[config.mk]
export PLATFORM = sky130hd
export DESIGN_NAME = tcc_timer
export DESIGN_NICKNAME = d
export VERILOG_FILES = /design/src/hdl/tcc_pkg.sv /design/src/hdl/tcc_pin_edge.sv /design/src/hdl/tcc_timer.sv
export SDC_FILE = /design/constraint.sdc
export NUM_CORES = 1
export LEC_CHECK = 0
export ABC_AREA = 1
export BUFFER_PORTS_ARGS = -buffer_cell sky130_fd_sc_hd__buf_2
export CAP_MARGIN = 5
export CELL_PAD_IN_SITES_DETAIL_PLACEMENT = 1
export CELL_PAD_IN_SITES_GLOBAL_PLACEMENT = 1
export CORE_MARGIN = 2
export CORE_UTILIZATION = 43
export CTS_BUF_LIST = sky130_fd_sc_hd__clkbuf_4 sky130_fd_sc_hd__clkbuf_8
export DETAILED_ROUTE_END_ITERATION = 7
export PLACE_DENSITY_LB_ADDON = 0.1
export SLEW_MARGIN = 25
export SYNTH_ARGS = -nofsm -noshare
export SYNTH_HDL_FRONTEND = slang
export SYNTH_SLANG_ARGS = --single-unit
[constraint.sdc]
create_clock -name clk -period 3.65 [get_ports clk]
set_clock_uncertainty 0.05 [all_clocks]
set_input_delay 0.1825 -clock clk [delete_from_list [all_inputs] [get_ports clk]]
set_output_delay 0.1825 -clock clk [all_outputs]
set_load 0.05 [all_outputs]
[src/hdl/tcc_pkg.sv]
// constants, types and helpers for the timer clock and counter core
package tcc_pkg;

    // register byte offsets (one aligned word each, data in bits 7:0)
    localparam logic [7:0] TCC_OFF_CTRL_A = 8'h00;
    localparam logic [7:0] TCC_OFF_CTRL_B = 8'h04;
    localparam logic [7:0] TCC_OFF_COUNT_LO = 8'h08;
    localparam logic [7:0] TCC_OFF_COUNT_HI = 8'h0C;
    localparam logic [7:0] TCC_OFF_CMPA_LO = 8'h10;
    localparam logic [7:0] TCC_OFF_CMPA_HI = 8'h14;
    localparam logic [7:0] TCC_OFF_CMPB_LO = 8'h18;
    localparam logic [7:0] TCC_OFF_CMPB_HI = 8'h1C;
    localparam logic [7:0] TCC_OFF_CAPT_LO = 8'h20;
    localparam logic [7:0] TCC_OFF_CAPT_HI = 8'h24;
    localparam logic [7:0] TCC_OFF_FLAGS = 8'h28;
    localparam logic [7:0] TCC_OFF_PRESCALE = 8'h2C;

    // field positions
    localparam int TCC_WGM_LO_POS = 0;
    localparam int TCC_CS_POS = 0;
    localparam int TCC_WGM_HI_POS = 3;
    localparam int TCC_OVF_POS = 0;
    localparam int TCC_PRE_RST_POS = 0;

    // clock select codes
    localparam logic [2:0] TCC_CS_STOP = 3'h0;
    localparam logic [2:0] TCC_CS_SYS = 3'h1;
    localparam logic [2:0] TCC_CS_DIV8 = 3'h2;
    localparam logic [2:0] TCC_CS_DIV64 = 3'h3;
    localparam logic [2:0] TCC_CS_DIV256 = 3'h4;
    localparam logic [2:0] TCC_CS_DIV1024 = 3'h5;
    localparam logic [2:0] TCC_CS_EXT_FALL = 3'h6;
    localparam logic [2:0] TCC_CS_EXT_RISE = 3'h7;

    // prescaler taps: tick when all masked bits are one
    localparam logic [9:0] TCC_TAP8 = 10'h007;
    localparam logic [9:0] TCC_TAP64 = 10'h03F;
    localparam logic [9:0] TCC_TAP256 = 10'h0FF;
    localparam logic [9:0] TCC_TAP1024 = 10'h3FF;

    // reset values
    localparam logic [15:0] TCC_COUNT_RST = 16'h0000;
    localparam logic [7:0] TCC_LATCH_RST = 8'h00;
    localparam logic [2:0] TCC_CS_RST = 3'h0;
    localparam logic [3:0] TCC_WGM_RST = 4'h0;
    localparam logic [9:0] TCC_PRE_RST = 10'h000;

    // counter limits
    localparam logic [15:0] TCC_BOTTOM = 16'h0000;
    localparam logic [15:0] TCC_MAX = 16'hFFFF;
    localparam logic [15:0] TCC_TOP_8BIT = 16'h00FF;
    localparam logic [15:0] TCC_TOP_9BIT = 16'h01FF;
    localparam logic [15:0] TCC_TOP_10BIT = 16'h03FF;

    typedef enum logic [3:0] {
        TCC_K_NORMAL = 4'h1,
        TCC_K_CLEAR = 4'h2,
        TCC_K_FAST = 4'h4,
        TCC_K_DUAL = 4'h8
    } tcc_kind_t;

    typedef enum logic [1:0] {
        TCC_BUS_IDLE = 2'h1,
        TCC_BUS_ACCESS = 2'h2
    } tcc_bus_t;

    // count sequence for each waveform mode
    function automatic tcc_kind_t tcc_kind(input logic [3:0] mode);
        case (mode)
            4'h4, 4'hC: tcc_kind = TCC_K_CLEAR;
            4'h5, 4'h6, 4'h7, 4'hE, 4'hF: tcc_kind = TCC_K_FAST;
            4'h1, 4'h2, 4'h3, 4'h8, 4'h9, 4'hA, 4'hB: tcc_kind = TCC_K_DUAL;
            default: tcc_kind = TCC_K_NORMAL;
        endcase
    endfunction : tcc_kind

    // modes whose top comes from the capture register
    function automatic logic tcc_top_is_capt(input logic [3:0] mode);
        tcc_top_is_capt = (mode == 4'h8) || (mode == 4'hA) ||
                          (mode == 4'hC) || (mode == 4'hE);
    endfunction : tcc_top_is_capt

    function automatic logic [15:0] tcc_top(input logic [3:0] mode,
                                            input logic [15:0] cmpa,
                                            input logic [15:0] capt);
        case (mode)
            4'h1, 4'h5: tcc_top = TCC_TOP_8BIT;
            4'h2, 4'h6: tcc_top = TCC_TOP_9BIT;
            4'h3, 4'h7: tcc_top = TCC_TOP_10BIT;
            4'h4, 4'h9, 4'hB, 4'hF: tcc_top = cmpa;
            4'h8, 4'hA, 4'hC, 4'hE: tcc_top = capt;
            default: tcc_top = TCC_MAX;
        endcase
    endfunction : tcc_top

endpackage : tcc_pkg

[src/hdl/tcc_pin_edge.sv]
// external count pin synchroniser and edge detector
module tcc_pin_edge (
    // clock and reset
    input wire logic clk,
    input wire logic resetn,
    // pin and detected edges
    input wire logic pin,
    output logic rise,
    output logic fall
);
    logic meta_r;
    logic sync_r;
    logic prev_r;

    always_ff @(posedge clk or negedge resetn) begin
        if (!resetn) begin
            meta_r <= 1'b0;
            sync_r <= 1'b0;
            prev_r <= 1'b0;
        end else begin
            meta_r <= pin;
            sync_r <= meta_r;
            prev_r <= sync_r;
        end
    end

    assign rise = sync_r & ~prev_r;
    assign fall = ~sync_r & prev_r;

endmodule : tcc_pin_edge

[src/hdl/tcc_timer.sv]
// timer clock select, prescaler, counter and 16-bit access over ahb-lite
//
// Notes on behaviour
// - one shared high-byte latch for the count, compare and capture registers
// - low-byte write loads latch plus low byte
// - count and capture low-byte reads copy high byte into latch
// - compare reads bypass and keep the latch
// - clock select zero stops ticks
// - clock select one ticks every cycle
// - codes two to five pick prescaler taps
// - prescaler runs freely of clock select
// - prescaler reset restarts the divider chain
// - external pin sampled by rising-edge synchroniser
// - codes seven and six tick rise, fall
// - pin edge reaches counter within few cycles
// - external ticks bypass the prescaler
// - tick clears or steps counter, flags top/bottom
// - counter readable and writable at any time
// - cpu write beats clear and count
// - four-bit mode split over control a/b
// - overflow flag set at mode point
// - top from compare a, capture or fixed
//
// Implementation choices: the AHB-Lite interface to the registers and the address map.
module tcc_timer
    import tcc_pkg::*;
(
    // clock and reset
    input wire logic clk,
    input wire logic resetn,
    // ahb-lite slave
    input wire logic hsel,
    input wire logic [31:0] haddr,
    input wire logic [1:0] htrans,
    input wire logic hwrite,
    input wire logic [2:0] hsize,
    input wire logic [31:0] hwdata,
    input wire logic hready,
    output logic hreadyout,
    output logic [31:0] hrdata,
    output logic hresp,
    // timer pins and controls
    input wire logic external_count_pin,
    input wire logic timer_power_off_bit,
    // status
    output logic overflow_flag,
    output logic count_at_top,
    output logic count_at_bottom
);
    tcc_bus_t bus_state_r;
    tcc_kind_t kind;
    logic [7:0] addr_r, latch_r, wbyte, rd_byte;
    logic [31:0] hrdata_r;
    logic [15:0] timer_count_r, cmpa_r, cmpb_r, capture_value_r;
    logic [15:0] top, step_nxt;
    logic [2:0] clock_select_field_r;
    logic [3:0] waveform_mode_field_r;
    logic [9:0] pre_r;
    logic wr_q_r, hreadyout_r, hresp_r, dir_up_r;
    logic overflow_flag_r, at_top_r, at_bottom_r;
    logic accept, wr_en, rd_en, wr_cnt_lo, rd_cnt_lo, rd_capt_lo;
    logic wr_any_hi, pre_clear, flag_clear, ext_rise, ext_fall;
    logic tick_raw, timer_tick, dir_nxt, ovf_evt, ovf_set;

    function automatic logic tap_hit(input logic [9:0] pre,
                                     input logic [9:0] mask);
        tap_hit = (pre & mask) == mask;
    endfunction : tap_hit
    // bus front end: one wait state per transfer
    assign accept = hsel && htrans[1] && hready &&
                    (bus_state_r == TCC_BUS_IDLE);
    assign wr_en = (bus_state_r == TCC_BUS_ACCESS) && wr_q_r;
    assign rd_en = (bus_state_r == TCC_BUS_ACCESS) && !wr_q_r;
    assign wbyte = hwdata[7:0];

    always_ff @(posedge clk or negedge resetn) begin
        if (!resetn) begin
            bus_state_r <= TCC_BUS_IDLE;
            addr_r <= 8'h00;
            wr_q_r <= 1'b0;
            hreadyout_r <= 1'b1;
            hresp_r <= 1'b0;
        end else begin
            hresp_r <= 1'b0;
            unique case (bus_state_r)
                TCC_BUS_IDLE: begin
                    if (accept) begin
                        addr_r <= haddr[7:0];
                        wr_q_r <= hwrite;
                        hreadyout_r <= 1'b0;
                        bus_state_r <= TCC_BUS_ACCESS;
                    end
                end
                TCC_BUS_ACCESS: begin
                    hreadyout_r <= 1'b1;
                    bus_state_r <= TCC_BUS_IDLE;
                end
            endcase
        end
    end
    // access decode
    assign wr_cnt_lo = wr_en && (addr_r == TCC_OFF_COUNT_LO);
    assign rd_cnt_lo = rd_en && (addr_r == TCC_OFF_COUNT_LO);
    assign rd_capt_lo = rd_en && (addr_r == TCC_OFF_CAPT_LO);
    assign wr_any_hi = wr_en && ((addr_r == TCC_OFF_COUNT_HI) ||
                       (addr_r == TCC_OFF_CMPA_HI) ||
                       (addr_r == TCC_OFF_CMPB_HI) ||
                       (addr_r == TCC_OFF_CAPT_HI));
    assign pre_clear = wr_en && (addr_r == TCC_OFF_PRESCALE) &&
                       wbyte[TCC_PRE_RST_POS];
    assign flag_clear = wr_en && (addr_r == TCC_OFF_FLAGS) &&
                        wbyte[TCC_OVF_POS];
    // shared high-byte latch
    always_ff @(posedge clk or negedge resetn) begin
        if (!resetn) begin
            latch_r <= TCC_LATCH_RST;
        end else if (wr_any_hi) begin
            latch_r <= wbyte;
        end else if (rd_cnt_lo) begin
            latch_r <= timer_count_r[15:8];
        end else if (rd_capt_lo) begin
            latch_r <= capture_value_r[15:8];
        end
    end
    // control registers
    always_ff @(posedge clk or negedge resetn) begin
        if (!resetn) begin
            clock_select_field_r <= TCC_CS_RST;
            waveform_mode_field_r <= TCC_WGM_RST;
        end else if (wr_en && addr_r == TCC_OFF_CTRL_B) begin
            clock_select_field_r <= wbyte[TCC_CS_POS +: 3];
            waveform_mode_field_r[3:2] <= wbyte[TCC_WGM_HI_POS +: 2];
        end else if (wr_en && addr_r == TCC_OFF_CTRL_A) begin
            waveform_mode_field_r[1:0] <= wbyte[TCC_WGM_LO_POS +: 2];
        end
    end
    // compare and capture registers, loaded whole on low-byte write
    always_ff @(posedge clk or negedge resetn) begin
        if (!resetn) begin
            cmpa_r <= TCC_COUNT_RST;
            cmpb_r <= TCC_COUNT_RST;
            capture_value_r <= TCC_COUNT_RST;
        end else if (wr_en) begin
            if (addr_r == TCC_OFF_CMPA_LO) begin
                cmpa_r <= {latch_r, wbyte};
            end
            if (addr_r == TCC_OFF_CMPB_LO) begin
                cmpb_r <= {latch_r, wbyte};
            end
            // writable only while it defines top
            if (addr_r == TCC_OFF_CAPT_LO &&
                tcc_top_is_capt(waveform_mode_field_r)) begin
                capture_value_r <= {latch_r, wbyte};
            end
        end
    end
    // free-running prescaler
    always_ff @(posedge clk or negedge resetn) begin
        if (!resetn) begin
            pre_r <= TCC_PRE_RST;
        end else if (pre_clear) begin
            pre_r <= TCC_PRE_RST;
        end else if (!timer_power_off_bit) begin
            pre_r <= pre_r + 10'h001;
        end
    end
    tcc_pin_edge u_tcc_pin_edge (
        .clk(clk),
        .resetn(resetn),
        .pin(external_count_pin),
        .rise(ext_rise),
        .fall(ext_fall)
    );
    // clock select
    always_comb begin
        tick_raw = 1'b0;
        unique case (clock_select_field_r)
            TCC_CS_STOP: tick_raw = 1'b0;
            TCC_CS_SYS: tick_raw = 1'b1;
            TCC_CS_DIV8: tick_raw = tap_hit(pre_r, TCC_TAP8);
            TCC_CS_DIV64: tick_raw = tap_hit(pre_r, TCC_TAP64);
            TCC_CS_DIV256: tick_raw = tap_hit(pre_r, TCC_TAP256);
            TCC_CS_DIV1024: tick_raw = tap_hit(pre_r, TCC_TAP1024);
            TCC_CS_EXT_FALL: tick_raw = ext_fall;
            TCC_CS_EXT_RISE: tick_raw = ext_rise;
        endcase
    end
    assign timer_tick = tick_raw && !timer_power_off_bit;
    // count sequence
    assign kind = tcc_kind(waveform_mode_field_r);
    assign top = tcc_top(waveform_mode_field_r, cmpa_r,
                         capture_value_r);

    always_comb begin
        step_nxt = timer_count_r + 16'h0001;
        dir_nxt = 1'b1;
        ovf_evt = 1'b0;
        unique case (kind)
            TCC_K_NORMAL: begin
                ovf_evt = (timer_count_r == TCC_MAX);
            end
            TCC_K_CLEAR: begin
                if (timer_count_r == top) begin
                    step_nxt = TCC_BOTTOM;
                end
                ovf_evt = (timer_count_r == TCC_MAX);
            end
            TCC_K_FAST: begin
                if (timer_count_r == top) begin
                    step_nxt = TCC_BOTTOM;
                    ovf_evt = 1'b1;
                end
            end
            TCC_K_DUAL: begin
                dir_nxt = dir_up_r;
                if (dir_up_r) begin
                    if (timer_count_r >= top) begin
                        dir_nxt = 1'b0;
                        step_nxt = timer_count_r - 16'h0001;
                    end
                end else if (timer_count_r == TCC_BOTTOM) begin
                    dir_nxt = 1'b1;
                    ovf_evt = 1'b1;
                end else begin
                    step_nxt = timer_count_r - 16'h0001;
                end
            end
        endcase
    end
    assign ovf_set = timer_tick && ovf_evt && !wr_cnt_lo;
    // counter: cpu write first, then tick
    always_ff @(posedge clk or negedge resetn) begin
        if (!resetn) begin
            timer_count_r <= TCC_COUNT_RST;
            dir_up_r <= 1'b1;
        end else if (wr_cnt_lo) begin
            timer_count_r <= {latch_r, wbyte};
        end else if (timer_tick) begin
            timer_count_r <= step_nxt;
            dir_up_r <= dir_nxt;
        end
    end
    // overflow flag: write one clears, a new event wins
    always_ff @(posedge clk or negedge resetn) begin
        if (!resetn) begin
            overflow_flag_r <= 1'b0;
        end else if (ovf_set) begin
            overflow_flag_r <= 1'b1;
        end else if (flag_clear) begin
            overflow_flag_r <= 1'b0;
        end
    end

    always_ff @(posedge clk or negedge resetn) begin
        if (!resetn) begin
            at_top_r <= 1'b0;
            at_bottom_r <= 1'b0;
        end else begin
            at_top_r <= (timer_count_r == top);
            at_bottom_r <= (timer_count_r == TCC_BOTTOM);
        end
    end
    // read mux
    always_comb begin
        rd_byte = 8'h00;
        unique case (addr_r)
            TCC_OFF_CTRL_A: rd_byte = {6'h00, waveform_mode_field_r[1:0]};
            TCC_OFF_CTRL_B: rd_byte = {3'h0, waveform_mode_field_r[3:2],
                                       clock_select_field_r};
            TCC_OFF_COUNT_LO: rd_byte = timer_count_r[7:0];
            TCC_OFF_COUNT_HI: rd_byte = latch_r;
            TCC_OFF_CMPA_LO: rd_byte = cmpa_r[7:0];
            TCC_OFF_CMPA_HI: rd_byte = cmpa_r[15:8];
            TCC_OFF_CMPB_LO: rd_byte = cmpb_r[7:0];
            TCC_OFF_CMPB_HI: rd_byte = cmpb_r[15:8];
            TCC_OFF_CAPT_LO: rd_byte = capture_value_r[7:0];
            TCC_OFF_CAPT_HI: rd_byte = latch_r;
            TCC_OFF_FLAGS: rd_byte = {7'h00, overflow_flag_r};
            default: rd_byte = 8'h00;
        endcase
    end

    always_ff @(posedge clk or negedge resetn) begin
        if (!resetn) begin
            hrdata_r <= 32'h0000_0000;
        end else if (rd_en) begin
            hrdata_r <= {24'h00_0000, rd_byte};
        end
    end

    assign hreadyout = hreadyout_r;
    assign hrdata = hrdata_r;
    assign hresp = hresp_r;
    assign overflow_flag = overflow_flag_r;
    assign count_at_top = at_top_r;
    assign count_at_bottom = at_bottom_r;
endmodule : tcc_timer

Word level (Yosys, flattened, before mapping)
Memory sizes are Yosys's and may differ from the RTL's.
Index checks and enable logic that the tools add are counted.
{ "totals": {"wordCells": 154, "ff_bits": 116, "romBits": 64, "output_inout_bits": 37, "memories": 1} }
{ "mem_list": {"columns": ["name", "depth", "word_bits", "read_ports", "rd_clocked_by_memory_dff", "wr", "line_no", "rtl"], "rows": [
  ["(name not given)", 16, 4, 1, 0, 0, "tcc_pkg.sv:69", "case (mode)"]
]} }
{ "classes": {"muxes": 28, "magnitude_cmp": 1, "eq_ne": 46, "n_reduce_logical": 48, "n_addsub": 3, "bitwise_logic": 6} }
{ "op_table": {"columns": ["operator", "count"], "rows": [
  ["two-way mux 16 bit", 6],
  ["case mux 16 bit (5 select lines)", 1],
  ["case mux 8 bit (10 select lines)", 1],
  ["equality test 4 bit, second input constant", 8],
  ["equality test 8 x 5 -> 1 bit, second input constant", 4],
  ["equality test 8 x 6 -> 1 bit, second input constant", 4],
  ["case mux 16 bit (2 select lines)", 1],
  ["two-way mux 8 bit", 3],
  ["equality test 4 x 3 -> 1 bit, second input constant", 5],
  ["two-way mux 10 bit", 2],
  ["logical AND 1 bit", 19],
  ["adder 16 x 1 -> 16 bit, second input constant", 1],
  ["equality test 16 bit", 1],
  ["equality test 16 bit, second input constant", 1],
  ["equality test 8 x 4 -> 1 bit, second input constant", 2],
  ["greater-or-equal comparator 16 bit", 1],
  ["zero test 16 bit", 1],
  ["subtractor 16 x 1 -> 16 bit, second input constant", 1],
  ["equality test 3 bit, second input constant", 5],
  ["equality test 4 x 2 -> 1 bit, second input constant", 3],
  ["AND reduction 2 bit", 6],
  ["OR reduction 2 bit", 6],
  ["adder 10 x 1 -> 10 bit, second input constant", 1],
  ["equality test 10 bit, second input constant", 1],
  ["25 further kinds", 48]
]} }

Logic depth before layout (Yosys ltp)
Gate-level depths: netlist of run 1.
{ "logic_depth": {"depth_word": 9, "depth_mapped": 25, "ltp_nobuf": 24} }

Cells and area by module
A second synthesis of run 1 with hierarchy kept.
{ "unflattened": {"cells_unflattened": 994, "area_unflattened_um2": 7325.8} }
{ "modules_own_cells": {"columns": ["mod", "cells_each", "area_per_inst_um2", "n_inst"], "rows": [
  ["tcc_timer", 987, 7235.7, 1],
  ["tcc_pin_edge", 7, 90.1, 1]
]} }

Worst setup path before layout of run 1
Ideal clock, no wire load.
{ "synth_timing": {"path_type": "reg2reg", "from": "register waveform_mode_field_r[0]", "to": "register timer_count_r[1]", "t_arrival_ns": 2.572, "setup_time_ns": 0.117, "stages_incl_launch_ff": 22, "setup_slack_ns": 0.911, "period_less_slack_ns": 2.739, "cell_sequence": "dfrtp_1 > or2_1 > nor2_2 > nand2_1 > o21ai_2 > buf_2 > a221oi_1 > ha_1 > nand2_1 > inv_1 > nand2_1 > nor2_1 > nand2_1 > nand2_1 > nor2_1 > nand2_2 > nand3_2 > buf_6 > nand2_1 > nand2_1 > nand3_1 > nand2_1"} }
{ "synth_via": {"elab_chain_len": 9} }
{ "synth_rtl": {"columns": ["item", "line_no", "rtl"], "rows": [
  ["start, declared", "tcc_timer.sv:57", "logic [3:0] waveform_mode_field_r;"],
  ["start signal, assigned", "tcc_timer.sv:134", "waveform_mode_field_r[1:0] <= wbyte[TCC_WGM_LO_POS +: 2];"],
  ["equality test 4 bit, or another cell as far along", "tcc_pkg.sv:86", "case (mode)"],
  ["OR reduction 4 bit or OR reduction 2 bit (tied branches)", "tcc_pkg.sv:86", null],
  ["case mux 16 bit (5 select lines)", "tcc_pkg.sv:86", null],
  ["greater-or-equal comparator 16 bit", "tcc_timer.sv:217", "if (timer_count_r >= top) begin"],
  ["two-way mux 16 bit", "tcc_timer.sv:217", null],
  ["two-way mux 16 bit", "tcc_timer.sv:216", "if (dir_up_r) begin"],
  ["case mux 16 bit (2 select lines) *", "tcc_timer.sv:198", "unique case (kind)"],
  ["two-way mux 16 bit *", "tcc_timer.sv:238", "end else if (timer_tick) begin"],
  ["two-way mux 16 bit *", "tcc_timer.sv:236", "end else if (wr_cnt_lo) begin"],
  ["end signal, assigned", "tcc_timer.sv:237", "timer_count_r <= {latch_r, wbyte};"],
  ["end signal, assigned", "tcc_timer.sv:239", "timer_count_r <= step_nxt;"],
  ["end, declared", "tcc_timer.sv:54", "logic [15:0] timer_count_r, cmpa_r, cmpb_r, capture_value_r;"]
]} }
Every way passes the cells marked *; elsewhere a longest branch is shown, timed or not. The select of a mux whose other input is x is not followed.
A chain may end at the register's enable or synchronous reset.

Final worst setup path of run 1
{ "layout_timing": {"from": "register waveform_mode_field_r[3]", "to": "register timer_count_r[15]"} }
Same word-level chain as after synthesis.

==> results of run 1 <==
## worst max-delay path, stage by stage (launching register included)
cell and delay, ns:
dfrtp_1 0.47, inv_2 0.11, nand2_1 0.07, nand2_1 0.07
nand2_1 0.10, inv_1 0.11, nor2_1 0.06, nand2_1 0.16
inv_2 0.11, a221oi_1 0.30, ha_1 0.33, nand2_1 0.08
inv_1 0.04, nand2_1 0.09, nor2_1 0.07, nand2_1 0.10
nand2_1 0.06, nor2_1 0.11, nand2_2 0.09, buf_4 0.21
nand2_1 0.11, nand3_1 0.08, nand3_1 0.09, nand2_1 0.05
nand2_1 0.06
## cell families (layout without fill, tap and decap cells)
| group | after synthesis | in the layout | share of synthesized area |
|---|---|---|---|
| buffers and inverters | 179 | 225 | 0.112 |
| AO/OA/AOI/OAI | 151 | 151 | 0.118 |
| multiplexers | 2 | 2 | 0.00303 |
| adder cells (fa/ha/maj) | 21 | 21 | 0.0354 |
| flip-flops | 115 | 115 | 0.388 |
| AND/OR/NAND/NOR | 522 | 522 | 0.319 |
| other | 1 | 25 | 0.000505 |
| XOR/XNOR | 21 | 21 | 0.0248 |
## per-layer routing
layer / up-vias / global-route usage / routed length, um
li1: 3346 / - / -
met1: 3231 / 0.368 / 11000
met2: 125 / 0.452 / 11300
met3: 25 / 0.0557 / 898
met4: 0 / 0.0781 / 388
met5: - / 0 / 0
## cells in the final DEF, fill, tap and decap left out, types with 9 or more instances in the layout
| cell type | n |
|---|---|
| buf_2 | 34 |
| nand2_1 | 318 |
| nand4_1 | 23 |
| dlygate4sd3_1 | 21 |
| clkbuf_8 | 18 |
| buf_4 | 13 |
| conb_1 | 25 |
| a21oi_1 | 19 |
| ha_1 | 21 |
| o21ai_0 | 95 |
| nor3_1 | 9 |
| nand3_1 | 72 |
| inv_1 | 108 |
| xor2_1 | 20 |
| dfrtp_1 | 113 |
| inv_2 | 14 |
| nor2_2 | 9 |
| nor2_1 | 53 |
## power groups by stage
| stage | Clock (mW) | Combinational (mW) | Sequential (mW) |
|---|---|---|---|
| 6_report | 1.12 | 3.88 | 2.23 |
| 5_1_grt | 1.19 | 4.37 | 2.30 |
| 4_1_cts | 1.14 | 3.78 | 2.22 |
| 3_5_place_dp | 0 | 3.74 | 2.24 |
| 3_3_place_gp | 0 | 3.63 | 2.23 |
| 2_1_floorplan | 0 | 2.65 | 2.23 |
## area by class of cell
class                   instances  area [um^2]
flip-flops and latches        115         2880
inverters                     125          482
clock buffers                  19          255
repair buffers                 68          478
multi-input cells             742         3850
well taps                     225          282
fillers                      2240         8790
clock inverters                13          100
## flip-flops by register name, indices dropped and copies added, names as in the netlist, 2 cells and up
register and cells:
addr_r 8, bus_state_r 2, capture_value_r 16, clock_select_field_r 3, cmpa_r 16, cmpb_r 16
hrdata 8, latch_r 8, pre_r 10, timer_count_r 16, waveform_mode_field_r 4
## timing repair
item	CTS	global route
hold endpoints to repair	77	0
endpoints found under the setup margin	0	15
gates resized for setup	0	10
hold buffers	21	0
## worst max path at each step
stage / slack, ns / cells after the start / end / startpoint
final: 0.40 / 24 / timer_count_r[15] / waveform_mode_field_r[3]
after global routing: 0.004 / 24 / timer_count_r[15] / waveform_mode_field_r[3]
after CTS: 0.22 / 22 / timer_count_r[10] / waveform_mode_field_r[0]
after detailed placement: 0.25 / 22 / timer_count_r[10] / waveform_mode_field_r[0]
after global placement: 0.33 / 22 / timer_count_r[10] / waveform_mode_field_r[0]
after floorplan: 0.91 / 21 / timer_count_r[1] / waveform_mode_field_r[0]
==> metrics.txt, run 1 <==
status finished, final reports clean; critical path class reg -> reg; Clk pwr share 0.154; EDFF count, synth 0; Rows 48; first-pass GRT wire length 38200 um; vias per cell 5.15; diode count 0; WL/cell 18.0 um; Synth cell types 52; reg2reg start waveform_mode_field_r[3]; Power, Total 7.23 mW; ys flop type dfrtp_1; Slew HR 0.456; RR Endpoint timer_count_r[15]; largest net degree at the start of global routing 62; DIE AREA 18300 um^2; Synth top cells by count 320 x nand2_1, 113 x dfrtp_1, 109 x inv_1; Final Net Count 1166; clock tree from TritonCTS yes; design area 8330 um^2; dpl cell area 7710 um^2; Initial Util 0.434; all-layer global routing usage 0.274; Critical Path AT 3.60 ns; CTS H-Tree Depth 4; Pwr Density 869 nW/um^2; via count of the first global-routing pass 6914; Comb pwr share 0.537; Synth async-reset ratio 1.00; Max Cap Violations 0; crit path max fanout 14; cell taking the most area after synthesis dfrtp_1; clk_lat worst skew 0.46 ns; share of cells above drive strength 1 0.139; unrepaired setup endpoints after global routing false; drt first-iter violations 450; R2R cell count 24; Sw Pwr 3.76 mW; # setup viols final 0; register-to-register setup slack 0.40 ns; sequential area share after synthesis 0.388; fmax 308 MHz; internal power 3.48 mW; synth warn 0; area grow syn2layout 12.1%; Finished Layout Cells 1307; Util after Layout 0.487; I/O pin total 113; Least-Margin Pin Slew 0.816 ns; CTS root buf clkbuf_8; setup_tns 0 ns; Fin Hold WS 0.0629 ns; ANT nets after route 0; syn avg cell area 7.34 um^2; worst hold endpoint timer_count_r[6]; Tmin final 3.25 ns; clock sinks 115; sw frac 0.519; count leader, synth nand2_1; setup bufs post-CTS 0; Die Span Y 135 um; placed cells 1254; Clock Path Buffers 2; CP Capture Type register; hpwl dp 17500 um; #FFs+latches synth 115; routability cong. 0.843; most area-consuming cells after synthesis dfrtp_1 38%, nand2_1 16%, o21ai_0 6.4%; final wirelength 23600 um; LEAKAGE 4.47 nW; min-delay worst type in -> reg; Setup WS pre-CTS 0.248 ns; Pre-Repair DR Iteration Count 5; CP startpoint kind register; PortBufs 35; CTS Buf Count 17; clk slew on worst S/H paths 0.08 ns; global route total overflow 0; WP data required 4.00 ns; Vias 6727; Final Hold Fails 0; core area 17100 um^2; Period Utilization, post-route 0.891; top cell type's share of synthesized area 0.381; beginning of the worst hold path hwdata[6]; area of the mapped netlist 7430 um^2; Peak VDD IR 364 uV; Seq pwr share 0.309; antenna violations before repair 0; max-slew violation count 0; post-route DRC violation count 0; post-synthesis instance total 1012; Hold Path Depth 5; final worst-path setup slack 0.399 ns; Die Wd 135 um
(Power assumes the default switching activity.)
==> run 2: changes to the inputs <==
- CTS_BUF_LIST: sky130_fd_sc_hd__clkbuf_4 sky130_fd_sc_hd__clkbuf_8 -> sky130_fd_sc_hd__clkbuf_8
- MAX_ROUTING_LAYER: default -> met4
==> metrics.txt, run 2 (synthesized netlist as in run 1, its figures left out) <==
status finished, final reports clean (unchanged); cell mode on critical path nand2_1 (unchanged); clock tree from TritonCTS yes (unchanged); Die Span Y 135 um (unchanged); Max Cap Violations 0 (unchanged); Least-Margin Pin Slew 0.811 ns (was 0.816 ns); slowest CP cell dfrtp_1 (unchanged); DIE AREA 18300 um^2 (unchanged); crit path cell chain inv_2, nand2_1, nand2_1, nand2_1, inv_1, nor2_1, nand2_1, inv_2, a221oi_1, ha_1, nand2_1, inv_1, nand2_1, nor2_1, nand2_1, nand2_1, nor2_1, nand2_2, buf_4, nand2_1, nand3_1, nand3_1, nand2_1, nand2_1 (unchanged); clk slew on worst S/H paths 0.08 ns (about the same); max-slew violation count 0 (unchanged); most common cell after layout, fill and taps aside nand2_1 (unchanged); CP startpoint kind register (unchanged); Vias 6777 (was 6727); via count of the first global-routing pass 6899 (was 6914); global route total overflow 0 (unchanged); core area 17100 um^2 (unchanged); Final Hold Fails 0 (unchanged); antenna violations before repair 0 (unchanged); Clock Path Buffers 2 (unchanged); routability cong. 0.856 (was 0.843); worst path buffer plus inverter count 5 (unchanged); CTS H-Tree Depth 4 (unchanged); final wirelength 23600 um (about the same); CP Capture Type register (unchanged); Tmin final 3.24 ns (was 3.25 ns); CP peak stage delay 0.46 ns (was 0.47 ns); clk_lat worst skew 0.46 ns (about the same); Period Utilization, post-route 0.889 (was 0.891); all-layer global routing usage 0.281 (was 0.274); clock sinks 115 (unchanged); WP data required 4.00 ns (about the same); setup_tns 0 ns (unchanged); min-delay worst type in -> reg (unchanged); Levels on crit path 24 (unchanged); final worst-path setup slack 0.406 ns (was 0.399 ns); Rows 48 (unchanged); LEAKAGE 4.47 nW (about the same); ANT nets after route 0 (unchanged); Peak VDD IR 365 uV (was 364 uV); Initial Util 0.434 (unchanged); Setup WS pre-CTS 0.248 ns (unchanged); Critical Path AT 3.59 ns (was 3.60 ns); diode count 0 (unchanged); drt first-iter violations 430 (was 450); vias per cell 5.19 (was 5.15); Slew HR 0.459 (was 0.456); Pwr Density 868 nW/um^2 (was 869 nW/um^2); R2R cell count 24 (unchanged); crit path max fanout 14 (unchanged); commonest non-fill, non-tap cells in the layout 318 x nand2_1, 113 x dfrtp_1, 109 x inv_1 (was 318 x nand2_1, 113 x dfrtp_1, 108 x inv_1); WL/cell 18.1 um (was 18.0 um); Die Wd 135 um (unchanged); CTS Buf Count 17 (unchanged); Pre-Repair DR Iteration Count 6 (was 5); area grow syn2layout 12.1% (about the same); Final Net Count 1166 (unchanged); first-pass GRT wire length 38000 um (was 38200 um); I/O pin total 113 (unchanged); critical path class reg -> reg (unchanged); unrepaired setup endpoints after global routing false (unchanged); CP delay by family, top simple AND/OR/NAND/NOR gates (unchanged); largest net degree at the start of global routing 62 (unchanged); # setup viols final 0 (unchanged); post-route DRC violation count 0 (unchanged); fmax 308 MHz (about the same); hpwl dp 17500 um (unchanged); Hold Path Depth 5 (unchanged); CTS root buf clkbuf_8 (unchanged); PortBufs 35 (unchanged); share of cells above drive strength 1 0.138 (was 0.139)
==> run 2: layout make-up <==
type	count	area, um^2
flip-flops and latches	115	2880
clock buffers	18	248
repair buffers	68	478
clock inverters	14	104
multi-input cells	742	3850
well taps	225	282
inverters	125	482
fillers	2238	8790
==> run 2: worst reg2reg max path, cell delays in order, from the launching register on <==
cell and delay (ns):
dfrtp_1 0.46, inv_2 0.11, nand2_1 0.07, nand2_1 0.06
nand2_1 0.10, inv_1 0.11, nor2_1 0.06, nand2_1 0.16
inv_2 0.12, a221oi_1 0.30, ha_1 0.33, nand2_1 0.08
inv_1 0.04, nand2_1 0.09, nor2_1 0.07, nand2_1 0.10
nand2_1 0.06, nor2_1 0.11, nand2_2 0.09, buf_4 0.21
nand2_1 0.12, nand3_1 0.08, nand3_1 0.09, nand2_1 0.05
nand2_1 0.06
==> run 2: power breakdown <==
group	switching, mW	leakage, nW	internal (mW)	total, mW
logic	2.63	2.93	1.25	3.89
registers	0.506	1.36	1.72	2.23
clock network	0.617	0.181	0.492	1.11
==> run 2: repair_timing <==
item,in CTS,in global routing
resized for setup,0,10
hold buffers,21,0
setup buffers,0,0
setup endpoints to repair,0,15
hold endpoints to repair,77,0
==> run 2: worst paths after layout <==
| kind | start | end | slack [ns] |
|---|---|---|---|
| worst max-delay path | waveform_mode_field_r[3] | timer_count_r[15] | 0.41 |
| worst min register to register | u_tcc_pin_edge.meta_r | u_tcc_pin_edge.sync_r | 0.30 |
| min in group asynchronous | resetn | pre_r[4] | 0.30 |
| max in group asynchronous | resetn | capture_value_r[13] | 2.31 |
| worst max register to register | waveform_mode_field_r[3] | timer_count_r[15] | 0.41 |
| worst min-delay path | hwdata[6] | timer_count_r[6] | 0.09 |
==> run 2: through the flow <==
stage | std cells | hold WS, ns | utilization | instance area [um^2] | power, mW
floorplan | 1036 | -0.163 | - | 7520 | 4.88
global placement | 1254 | 0.243 | 0.451 | 7710 | 5.85
detailed placement | 1254 | 0.243 | 0.451 | 7710 | 5.98
CTS | 1307 | 0.0359 | 0.484 | 8280 | 7.13
global route | 1307 | 0.116 | 0.486 | 8330 | 7.84
finish | 1307 | 0.0867 | 0.486 | 8330 | 7.23
==> run 2: metal layers <==
metal | vias up | part of all wire | GRT usage
met2 | 125 | 0.48 | 0.451
met4 | 0 | 0.017 | 0.0787
met1 | 3282 | 0.46 | 0.366
li1 | 3342 | - | -
met3 | 28 | 0.041 | 0.0539
met5 | - | 0 | -
